**src/ovr_pkg.sv**
```systemverilog
// Constants shared by the overrange detector and its register slave.
// Assumes a single 40 MHz core clock and an AHB-Lite master with word-only access.
//
// Functional notes
// - Samples are signed two's complement; negative when inverting input is higher.
// - Dual mode takes one sample per clock; single mode takes two per clock.
// - Magnitude is seven bits; -128 saturates to 127.
// - Flag sets when magnitude meets or exceeds its threshold, and clears once the hold expires.
// - Both channels share one pair of thresholds in dual mode.
// - Each channel drives one flag per threshold, high then low.
// - Hold length is 8 times two to the selection, 8 to 1024 cycles.
// - Timestamp is inactive and emits nothing unless enabled.
// - With timestamp enabled, each sample LSB carries the trigger status.
// - Asynchronous trigger is sampled to align with its analog sample.
package ovr_pkg;

   // ----------------------------------------
   // Register map (byte addresses)
   // ----------------------------------------
   localparam logic [7:0] CTRL_OFS   = 8'h00;
   localparam logic [7:0] THRESH_OFS = 8'h04;
   localparam logic [7:0] STATUS_OFS = 8'h08;

   // ----------------------------------------
   // Control fields
   // ----------------------------------------
   localparam int CTRL_HOLD_LSB = 0;
   localparam int CTRL_HOLD_W   = 3;
   localparam int CTRL_TS_BIT   = 3;
   localparam int CTRL_MODE_BIT = 4;
   localparam int THR_HI_LSB    = 0;
   localparam int THR_LO_LSB    = 8;
   localparam int THR_W         = 7;

   // ----------------------------------------
   // Reset values
   // ----------------------------------------
   localparam logic [2:0] HOLD_SEL_RST = 3'h0;
   localparam logic [6:0] THR_HI_RST   = 7'h7F;
   localparam logic [6:0] THR_LO_RST   = 7'h40;

   // ----------------------------------------
   // Timing
   // ----------------------------------------
   localparam int HOLD_BASE_CYC = 8;
   localparam int HOLD_CNT_W    = 11;
   localparam int SYNC_STAGES   = 3;

   typedef enum logic [1:0] {
      BUS_IDLE = 2'b00,
      BUS_DATA = 2'b01
   } bus_state_t;

endpackage

```
**src/overrange_detect_and_sample_marker.sv**
```systemverilog
// Overrange detection and timestamp marking on two 8-bit sample streams.
// Assumes samples arrive synchronous to core_clk_i, two per channel per clock.
`timescale 1ns/100ps
module overrange_detect_and_sample_marker #(
   parameter int SYNC_N = ovr_pkg::SYNC_STAGES
) (
   input  wire logic        core_clk_i,
   input  wire logic        rst_n_i,
   // AHB-Lite slave
   input  wire logic        hsel_i,
   input  wire logic [7:0]  haddr_i,
   input  wire logic [1:0]  htrans_i,
   input  wire logic        hwrite_i,
   input  wire logic [2:0]  hsize_i,
   input  wire logic [31:0] hwdata_i,
   input  wire logic        hready_i,
   output logic [31:0]      hrdata_o,
   output logic             hreadyout_o,
   output logic             hresp_o,
   // Sample streams: [7:0] first (rising) sample, [15:8] second (falling)
   input  wire logic [15:0] chan_a_data_i,
   input  wire logic [15:0] chan_b_data_i,
   input  wire logic        trigger_in_p,
   input  wire logic        trigger_in_n,
   output logic [15:0]      chan_a_data_o,
   output logic [15:0]      chan_b_data_o,
   output logic             chan_a_flag_hi_o,
   output logic             chan_a_flag_lo_o,
   output logic             chan_b_flag_hi_o,
   output logic             chan_b_flag_lo_o
);

   // ----------------------------------------
   // Helpers
   // ----------------------------------------
   function automatic logic [6:0] magnitude(input logic [7:0] s);
      logic [7:0] neg;
      neg = 8'h00 - s;
      if (s == 8'h80) begin
         magnitude = 7'h7F;
      end else if (s[7]) begin
         magnitude = neg[6:0];
      end else begin
         magnitude = s[6:0];
      end
   endfunction

   // Second sample only counts in single mode
   function automatic logic pair_hit(input logic [15:0] d, input logic single, input logic [6:0] thr);
      pair_hit = (magnitude(d[7:0]) >= thr) || (single && (magnitude(d[15:8]) >= thr));
   endfunction

   // ----------------------------------------
   // Registers
   // ----------------------------------------
   logic [2:0]  hold_sel_reg,  hold_sel_next;
   logic        ts_en_reg,     ts_en_next;
   logic        single_reg,    single_next;
   logic [6:0]  high_threshold_reg, high_threshold_next;
   logic [6:0]  low_threshold_reg,  low_threshold_next;
   ovr_pkg::bus_state_t bus_reg, bus_next;
   logic [7:0]  addr_reg,      addr_next;
   logic        wr_reg,        wr_next;
   logic [31:0] rdata_reg,     rdata_next;
   logic [SYNC_N-1:0] trig_sync_reg, trig_sync_next;
   logic        ready_reg;
   logic        resp_reg;
   logic [3:0]  hit_reg,       hit_next;
   logic [15:0] a_out_reg,     a_out_next;
   logic [15:0] b_out_reg,     b_out_next;
   logic [3:0]  flags;

   // ----------------------------------------
   // Bus slave
   // ----------------------------------------
   always_comb begin
      bus_next            = bus_reg;
      addr_next           = addr_reg;
      wr_next             = wr_reg;
      rdata_next          = rdata_reg;
      hold_sel_next       = hold_sel_reg;
      ts_en_next          = ts_en_reg;
      single_next         = single_reg;
      high_threshold_next = high_threshold_reg;
      low_threshold_next  = low_threshold_reg;
      if (bus_reg == ovr_pkg::BUS_DATA && wr_reg) begin
         case (addr_reg)
            ovr_pkg::CTRL_OFS: begin
               hold_sel_next = hwdata_i[ovr_pkg::CTRL_HOLD_LSB +: ovr_pkg::CTRL_HOLD_W];
               ts_en_next    = hwdata_i[ovr_pkg::CTRL_TS_BIT];
               single_next   = hwdata_i[ovr_pkg::CTRL_MODE_BIT];
            end
            ovr_pkg::THRESH_OFS: begin
               high_threshold_next = hwdata_i[ovr_pkg::THR_HI_LSB +: ovr_pkg::THR_W];
               low_threshold_next  = hwdata_i[ovr_pkg::THR_LO_LSB +: ovr_pkg::THR_W];
            end
            default: begin
            end
         endcase
      end
      bus_next = ovr_pkg::BUS_IDLE;
      if (hsel_i && hready_i && htrans_i[1]) begin
         bus_next  = ovr_pkg::BUS_DATA;
         addr_next = {haddr_i[7:2], 2'b00};
         wr_next   = hwrite_i;
         // Read data latched at address phase, so reads take no wait state
         // Next values let a read right behind a write see the new contents
         case ({haddr_i[7:2], 2'b00})
            ovr_pkg::CTRL_OFS:   rdata_next = {27'h0, single_next, ts_en_next, hold_sel_next};
            ovr_pkg::THRESH_OFS: rdata_next = {17'h0, low_threshold_next, 1'b0, high_threshold_next};
            ovr_pkg::STATUS_OFS: rdata_next = {27'h0, trig_sync_reg[SYNC_N-1], flags};
            default:             rdata_next = 32'h0;
         endcase
      end
   end

   always_ff @(posedge core_clk_i or negedge rst_n_i) begin
      if (!rst_n_i) begin
         bus_reg            <= ovr_pkg::BUS_IDLE;
         addr_reg           <= 8'h00;
         wr_reg             <= 1'b0;
         rdata_reg          <= 32'h0;
         hold_sel_reg       <= ovr_pkg::HOLD_SEL_RST;
         ts_en_reg          <= 1'b0;
         single_reg         <= 1'b0;
         high_threshold_reg <= ovr_pkg::THR_HI_RST;
         low_threshold_reg  <= ovr_pkg::THR_LO_RST;
         ready_reg          <= 1'b1;
         resp_reg           <= 1'b0;
      end else begin
         ready_reg          <= 1'b1;
         resp_reg           <= 1'b0;
         bus_reg            <= bus_next;
         addr_reg           <= addr_next;
         wr_reg             <= wr_next;
         rdata_reg          <= rdata_next;
         hold_sel_reg       <= hold_sel_next;
         ts_en_reg          <= ts_en_next;
         single_reg         <= single_next;
         high_threshold_reg <= high_threshold_next;
         low_threshold_reg  <= low_threshold_next;
      end
   end

   assign hrdata_o    = rdata_reg;
   assign hreadyout_o = ready_reg;
   assign hresp_o     = resp_reg;

   // ----------------------------------------
   // Trigger synchroniser
   // ----------------------------------------
   // Fixed depth keeps mark-to-sample latency deterministic
   always_comb begin
      trig_sync_next = {trig_sync_reg[SYNC_N-2:0], trigger_in_p & ~trigger_in_n};
   end

   always_ff @(posedge core_clk_i or negedge rst_n_i) begin
      if (!rst_n_i) begin
         trig_sync_reg <= '0;
      end else begin
         trig_sync_reg <= trig_sync_next;
      end
   end

   // ----------------------------------------
   // Detection and output stream
   // ----------------------------------------
   always_comb begin
      hit_next[0] = pair_hit(chan_a_data_i, single_reg, high_threshold_reg);
      hit_next[1] = pair_hit(chan_a_data_i, single_reg, low_threshold_reg);
      hit_next[2] = pair_hit(chan_b_data_i, single_reg, high_threshold_reg);
      hit_next[3] = pair_hit(chan_b_data_i, single_reg, low_threshold_reg);
      a_out_next  = chan_a_data_i;
      b_out_next  = chan_b_data_i;
      if (ts_en_reg) begin
         a_out_next[0] = trig_sync_reg[SYNC_N-1];
         a_out_next[8] = trig_sync_reg[SYNC_N-1];
         b_out_next[0] = trig_sync_reg[SYNC_N-1];
         b_out_next[8] = trig_sync_reg[SYNC_N-1];
      end
   end

   always_ff @(posedge core_clk_i or negedge rst_n_i) begin
      if (!rst_n_i) begin
         hit_reg   <= 4'h0;
         a_out_reg <= 16'h0000;
         b_out_reg <= 16'h0000;
      end else begin
         hit_reg   <= hit_next;
         a_out_reg <= a_out_next;
         b_out_reg <= b_out_next;
      end
   end

   assign chan_a_data_o = a_out_reg;
   assign chan_b_data_o = b_out_reg;

   genvar g;
   for (g = 0; g < 4; g++) begin : g_flag
      ovr_flag_hold #(
         .CNT_W      (ovr_pkg::HOLD_CNT_W)
      ) u_hold (
         .core_clk_i (core_clk_i),
         .rst_n_i    (rst_n_i),
         .hit_i      (hit_reg[g]),
         .hold_sel_i (hold_sel_reg),
         .flag_o     (flags[g])
      );
   end

   // Single mode: far side ORs A and B flags per threshold
   assign chan_a_flag_hi_o = flags[0];
   assign chan_a_flag_lo_o = flags[1];
   assign chan_b_flag_hi_o = flags[2];
   assign chan_b_flag_lo_o = flags[3];

endmodule

```
**src/ovr_flag_hold.sv**
```systemverilog
// One overrange flag with its hold counter.
// Assumes the hit input is already registered in the core clock domain.
`timescale 1ns/100ps
module ovr_flag_hold #(
   parameter int CNT_W = 11
) (
   input  wire logic             core_clk_i,
   input  wire logic             rst_n_i,
   input  wire logic             hit_i,
   input  wire logic [2:0]       hold_sel_i,
   output logic                  flag_o
);

   logic [CNT_W-1:0] cnt_reg;
   logic [CNT_W-1:0] cnt_next;
   logic             flag_reg;
   logic             flag_next;

   always_comb begin
      cnt_next  = cnt_reg;
      flag_next = flag_reg;
      if (hit_i) begin
         // Full reload so the flag drops only after a whole quiet interval
         cnt_next  = CNT_W'(ovr_pkg::HOLD_BASE_CYC << hold_sel_i);
         flag_next = 1'b1;
      end else if (cnt_reg > CNT_W'(1)) begin
         cnt_next = cnt_reg - CNT_W'(1);
      end else begin
         cnt_next  = '0;
         flag_next = 1'b0;
      end
   end

   always_ff @(posedge core_clk_i or negedge rst_n_i) begin
      if (!rst_n_i) begin
         cnt_reg  <= '0;
         flag_reg <= 1'b0;
      end else begin
         cnt_reg  <= cnt_next;
         flag_reg <= flag_next;
      end
   end

   assign flag_o = flag_reg;

endmodule

```
**config.mk**
```make
export PLATFORM = sky130hd
export DESIGN_NAME = overrange_detect_and_sample_marker
export DESIGN_NICKNAME = d
export VERILOG_FILES = /design/src/ovr_pkg.sv /design/src/overrange_detect_and_sample_marker.sv /design/src/ovr_flag_hold.sv
export SDC_FILE = /design/constraint.sdc
export NUM_CORES = 1
export LEC_CHECK = 0
export ABC_AREA = 1
export BUFFER_PORTS_ARGS = -buffer_cell sky130_fd_sc_hd__buf_2
export CAP_MARGIN = 20
export CORE_ASPECT_RATIO = 2
export CORE_UTILIZATION = 61
export DETAILED_ROUTE_END_ITERATION = 10
export PLACE_DENSITY = 0.9
export SETUP_SLACK_MARGIN = 0.15
export SYNTH_ARGS = -nofsm -noshare
export SYNTH_HDL_FRONTEND = slang
export SYNTH_HIERARCHICAL = 1
export SYNTH_SLANG_ARGS = --single-unit
```
**constraint.sdc**
```tcl
create_clock -name core_clk_i -period 2.4 [get_ports core_clk_i]
set_input_delay 0.48 -clock core_clk_i [delete_from_list [all_inputs] [get_ports core_clk_i]]
set_output_delay 0.48 -clock core_clk_i [all_outputs]
set_load 0.01 [all_outputs]
```
Yosys cells after proc, flatten, opt, wreduce, memory -nomap -nowiden
Index checks and enable logic that the tools add are counted.
{"block": "classes", "n_reduce_logical": 13, "n_addsub": 8, "n_shift": 1, "n_bitwise": 2, "mux": 40, "eq_ne": 12, "order_cmp": 12}
{"op": "$mux W11", "n": 8}
{"op": "$mux W7", "n": 12}
{"op": "$ge A7 B7 Y1", "n": 8}
{"op": "$pmux W15 S3", "n": 1}
{"op": "$gt A11 B1 Y1 const B", "n": 4}
{"op": "$sub A11 B1 Y11 const B", "n": 4}
{"op": "$eq A8 B8 Y1 const B", "n": 4}
{"op": "$sub A1 B7 Y7 const A", "n": 4}
{"op": "$mux W1", "n": 17}
{"op": "$eq A6 B1 Y1 const B", "n": 2}
{"op": "$shl A4 B3 Y11 const A", "n": 1}
{"op": "$logic_not A8 Y1", "n": 1}
{"op": "$ne A2 B2 Y1 const B", "n": 4}
{"op": "$logic_and A1 B1 Y1", "n": 7}
{"op": "$eq A6 B2 Y1 const B", "n": 1}
{"op": "$logic_not A6 Y1", "n": 1}
{"op": "$mux W3", "n": 2}
{"op": "$logic_or A1 B1 Y1", "n": 4}
{"op": "$eq A2 B1 Y1 const B", "n": 1}
{"op": "$and A1 B1 Y1", "n": 1}
{"op": "$not A1 Y1", "n": 1}
{"block": "totals", "wordCells": 109, "inputBits": 84, "reg_bits": 147}

Longest topological paths before layout
{"block": "logic_depth", "depth_word": 6, "depth_mapped": 16, "mapped_depth_nobuf": 15}

Hierarchy
The synthesis kept the hierarchy.
{"module": "overrange_detect_and_sample_marker", "cells_each": 605, "seq_area_each_um2": 2011.9, "n_inst": 1, "area_per_inst_um2": 5056.1}
{"module": "ovr_flag_hold", "cells_each": 105, "seq_area_each_um2": 300.3, "n_inst": 4, "area_per_inst_um2": 758.2}

Least setup slack after synthesis
OpenSTA, ideal clock, no wires.
{"block": "synth_path", "path_kind": "input port to flip-flop", "startpoint": "input port chan_a_data_i[1]", "endpoint": "register hit_reg[1]", "stages": 13, "arrival_time_ns": 2.013, "required_ns": 2.277, "slack_ns": 0.263, "n_path_buf": 1, "path_cell_list": "inv_1 > ha_1 > nand3_1 > inv_1 > nand2_1 > or2_1 > buf_6 > nand2_1 > ha_1 > a21oi_1 > o21ai_0 > a211oi_1 > nand2_1"}
{"block": "synth_via", "elab_chain_cells": 5, "word_cells_on_any_way": 6}
{"item": "start: declaration", "line_no": "overrange_detect_and_sample_marker.sv:21", "source": "input wire logic [15:0] chan_a_data_i,"}
{"item": "$sub A1 B7 Y7", "line_no": "overrange_detect_and_sample_marker.sv:38", "source": "neg = 8'h00 - s;"}
{"item": "$mux W7", "line_no": "overrange_detect_and_sample_marker.sv:41", "source": "end else if (s[7]) begin"}
{"item": "$mux W7 (*)", "line_no": "overrange_detect_and_sample_marker.sv:39", "source": "if (s == 8'h80) begin"}
{"item": "$ge A7 B7 Y1 (*)", "line_no": "overrange_detect_and_sample_marker.sv:50", "source": "pair_hit = (magnitude(d[7:0]) >= thr) || (single && (magnitude(d[15:8]) >= thr));"}
{"item": "$logic_or A1 B1 Y1 (*)", "line_no": "overrange_detect_and_sample_marker.sv:50"}
{"item": "named net hit_next[1]", "line_no": "overrange_detect_and_sample_marker.sv:68", "source": "logic [3:0] hit_reg, hit_next;"}
{"item": "end signal: assignment", "line_no": "overrange_detect_and_sample_marker.sv:189", "source": "hit_reg <= hit_next;"}
{"item": "end: declaration", "line_no": "overrange_detect_and_sample_marker.sv:68"}
The timed path passes the listed nets; every way through them passes the cells marked *.
A chain may end at the register's enable or synchronous reset.

Worst setup path after layout
{"block": "layout_path", "startpoint": "input port chan_a_data_i[8]", "endpoint": "register hit_reg[1]"}
{"block": "layout_via", "elab_chain_cells": 6, "word_cells_on_any_way": 7}
{"item": "$sub A1 B7 Y7", "line_no": "overrange_detect_and_sample_marker.sv:38"}
{"item": "$mux W7", "line_no": "overrange_detect_and_sample_marker.sv:41"}
{"item": "$mux W7 (*)", "line_no": "overrange_detect_and_sample_marker.sv:39"}
{"item": "$ge A7 B7 Y1 (*)", "line_no": "overrange_detect_and_sample_marker.sv:50"}
{"item": "$logic_and A1 B1 Y1 (*)", "line_no": "overrange_detect_and_sample_marker.sv:50"}
{"item": "$logic_or A1 B1 Y1 (*)", "line_no": "overrange_detect_and_sample_marker.sv:50"}
{"item": "named net hit_next[1]", "line_no": "overrange_detect_and_sample_marker.sv:68"}
Marks and branches as above.

==> run_results.csv <==
group,metric,value,unit
synth,synth_edf_count,0,
cells_and_area,drive_gt1_frac,0.241,
timing,relSlewSlack,0.586,
clocking,htreeDepth,4,
synth,synth_area,8090,um2
clocking,cts_buffers,17,
placement,dp_cells,1299,
synth,netlist_instances,1025,
grt,grt_max_degree,85,
timing,fmax,458,MHz
timing,worst_pin_slew,620,ps
synth,synth_area_leader_cell,"dfrtp_1",
power_and_ir_drop,total_power,9.19,mW
power_and_ir_drop,powerDensity,969,nW/um2
cells_and_area,largest_reg_flops,44,
timing,grt_setup_unrepaired,"yes",
clocking,clock_sinks,128,
grt,grt_util_all_layers,0.315,
grt,grt_pass1_vias,7632,
clocking,cts.reportedPaths.clkPinSlew,60,ps
min_path,min_delay_path_depth,1,
timing,hold_viol,0,
synth,yosys.area_share.simple,0.311,
timing,period_minus_slack,2180,ps
synth,synth_area_per_cell,7.89,um2
drt,postRouteAntennaNets,0,
worst_setup_path,critPathArrivalTime,2490,ps
synth,synth-seq-cells,128,
clocking,clock_path_buffers,2,
synth,synth_top_cells_by_count,"nand2_1, dfrtp_1, inv_1, nor2_1, ha_1",
synth,yosysSeqAreaShare,0.397,
synth,postSynth.asyncResetShare,1.00,
placement,gp_congestion,0.921,
drt,drc_errors,0,
flow_run,cap_violations,0,
grt,met1_usage,0.284,
synth,synth_mux_area_frac,0,
floorplan,die_x,83.4,um
cells_and_area,syn2layout_area_growth,17.2,%
synth,synth_adder_area_share,0.105,
drt,initialDrtViolationCount,482,
synth,synth.area.top_cells,"dfrtp_1, nand2_1, ha_1",
timing,setup_viol,0,
cells_and_area,diodes,0,
grt,grt_first_pass_wirelength,34000,um
synth,synth_xor_area_frac,0.0346,
cells_and_area,instances_no_fill,1332,
worst_setup_path,critPathRequiredTime,2710,ps
power_and_ir_drop,peakVddDrop,0.672,mV
drt,viasPerCell,5.55,
grt,met2_usage,0.614,
placement,io_buffers,109,
clocking,cts_tree,"done",
worst_setup_path,rr_worst_depth,6,
cells_and_area,fin_util,0.730,
synth,ys.warnings.count,6,
grt,antenna_found_initial,0,
synth,synth_top_family_by_area,"simple AND/OR/NAND/NOR gates",
floorplan,io_pins,154,
placement,hpwl,15000,um
drt,wl,21100,um
power_and_ir_drop,cellLeakagePower,5.22,nW
grt,use_met3,0.0580,
worst_setup_path,rrSetupSlack,630,ps
floorplan,start_util,0.623,
status,status,"finished clean",
synth,yosys.area.top_type_share,0.371,
timing,drv_slew,0,
floorplan,core,13000,um2
worst_setup_path,crit_type,"primary input to flop",
drt,num_vias,7396,
grt,top_usage_layer,"met2",
worst_setup_path,cp_max_fo,6,
synth,synth-compound-area-share,0.0616,
floorplan,die_y,165,um
synth,synth.distinct_cells,32,
worst_setup_path,r2r-end,"hit_reg[3]",
clocking,cts_setup_buffers,0,
synth,synth_ff_type,"dfrtp_1",
worst_setup_path,rr_startpoint,"low_threshold_reg[6]",
clocking,root_buffer,"clkbuf_16",
cells_and_area,nNetsFinal,1319,
timing,fin_skew,13.6,ps
synth,synth.most_common_cell,"nand2_1",
drt,first_pass_iters,5,
timing,min_period_over_period,0.910,
floorplan,dieArea,13800,um2
min_path,holdCritStartpoint,"chan_b_data_i[6]",
drt,wl_per_cell,15.8,um
min_path,hold_class,"primary input to flop",
floorplan,rows,59,
grt,grt_remaining_overflow,0,
worst_setup_path,startpoint_type,"primary input",
worst_setup_path,end_kind,"flop",
clocking,insertion_delay,430,ps
min_path,hold_path_end,"chan_b_data_o[6]",
repair_timing:
item	CTS	global route
endpoints found under the setup margin	0	4
hold endpoints to repair	23	0
hold buffers	1	0
resized for setup	0	4
how the worst max path moves through the flow:
stage                     startpoint  cells after the start         end
floorplan           chan_a_data_i[1]                     13  hit_reg[1]
global placement    chan_b_data_i[1]                     13  hit_reg[3]
detailed placement  chan_b_data_i[1]                     13  hit_reg[3]
CTS                 chan_a_data_i[8]                     15  hit_reg[1]
global route        chan_a_data_i[8]                     15  hit_reg[1]
finish              chan_a_data_i[8]                     15  hit_reg[1]
power breakdown:
group	switching, mW	internal [mW]
logic	2.27	1.31
registers	0.423	2.59
clock network	1.03	1.57
total	3.73	5.46
per-stage QoR:
stage	cell area, um2	hold WS, ps	setup TNS, ps	setup slack [ps]
6_report	9480	182	0	217
5_1_grt	9480	184	0	110
4_1_cts	9470	178	0	167
3_5_place_dp	8860	341	-458	-175
3_3_place_gp	8860	335	-124	-67.5
2_1_floorplan	8160	184	0	263
per-layer routing:
layer  wire length [um]  vias up
li1                   -     3500
met1               6830     3447
met2              11600      320
met3                988      129
met4               1610        0
met5                  0        -
area by class of cell:
cell class / count / area (um2)
Tap cell: 152 / 190
Sequential cell: 128 / 3210
Timing Repair Buffer: 135 / 758
Clock inverter: 14 / 158
Inverter: 131 / 492
Clock buffer: 18 / 439
Multi-Input combinational cell: 754 / 4230
Fill cell: 899 / 3510
cell families after synthesis:
| family | count (synthesis) |
|---|---|
| AND/OR/NAND/NOR | 546 |
| buffers and inverters | 161 |
| flip-flops | 128 |
| AO/OA/AOI/OAI | 88 |
| adder cells (fa/ha/maj) | 68 |
| XOR/XNOR | 32 |
| other | 2 |
worst max-delay path: stages:
cell and delay (ps):
buf_2 110, inv_1 70, ha_1 180, nand3_1 140, inv_1 110, nand2_1 90, or2_4 280, nand2_1 100
ha_1 270, a21oi_1 170, o21ai_1 120, nand4_1 100, nand3_1 120, nand2_1 90, nand2_1 50
cell usage in the layout, fill, tap and decap left out, types with 5 or more instances in the layout:
| master | count |
|---|---|
| a21oi_1 | 28 |
| and2_1 | 10 |
| buf_2 | 108 |
| buf_4 | 25 |
| clkbuf_16 | 17 |
| clkinv_4 | 5 |
| conb_1 | 20 |
| dfrtp_1 | 120 |
| dfstp_2 | 8 |
| ha_1 | 68 |
| inv_1 | 109 |
| inv_2 | 22 |
| nand2_1 | 284 |
| nand2_2 | 32 |
| nand3_1 | 62 |
| nand4_1 | 17 |
| nor2_1 | 78 |
| nor2_2 | 25 |
| nor2_4 | 14 |
| o21ai_0 | 24 |
| o21ai_1 | 22 |
| or2_1 | 6 |
| xnor2_1 | 12 |
| xor2_1 | 20 |
No activity file was read; power rests on OpenSTA's default activity.
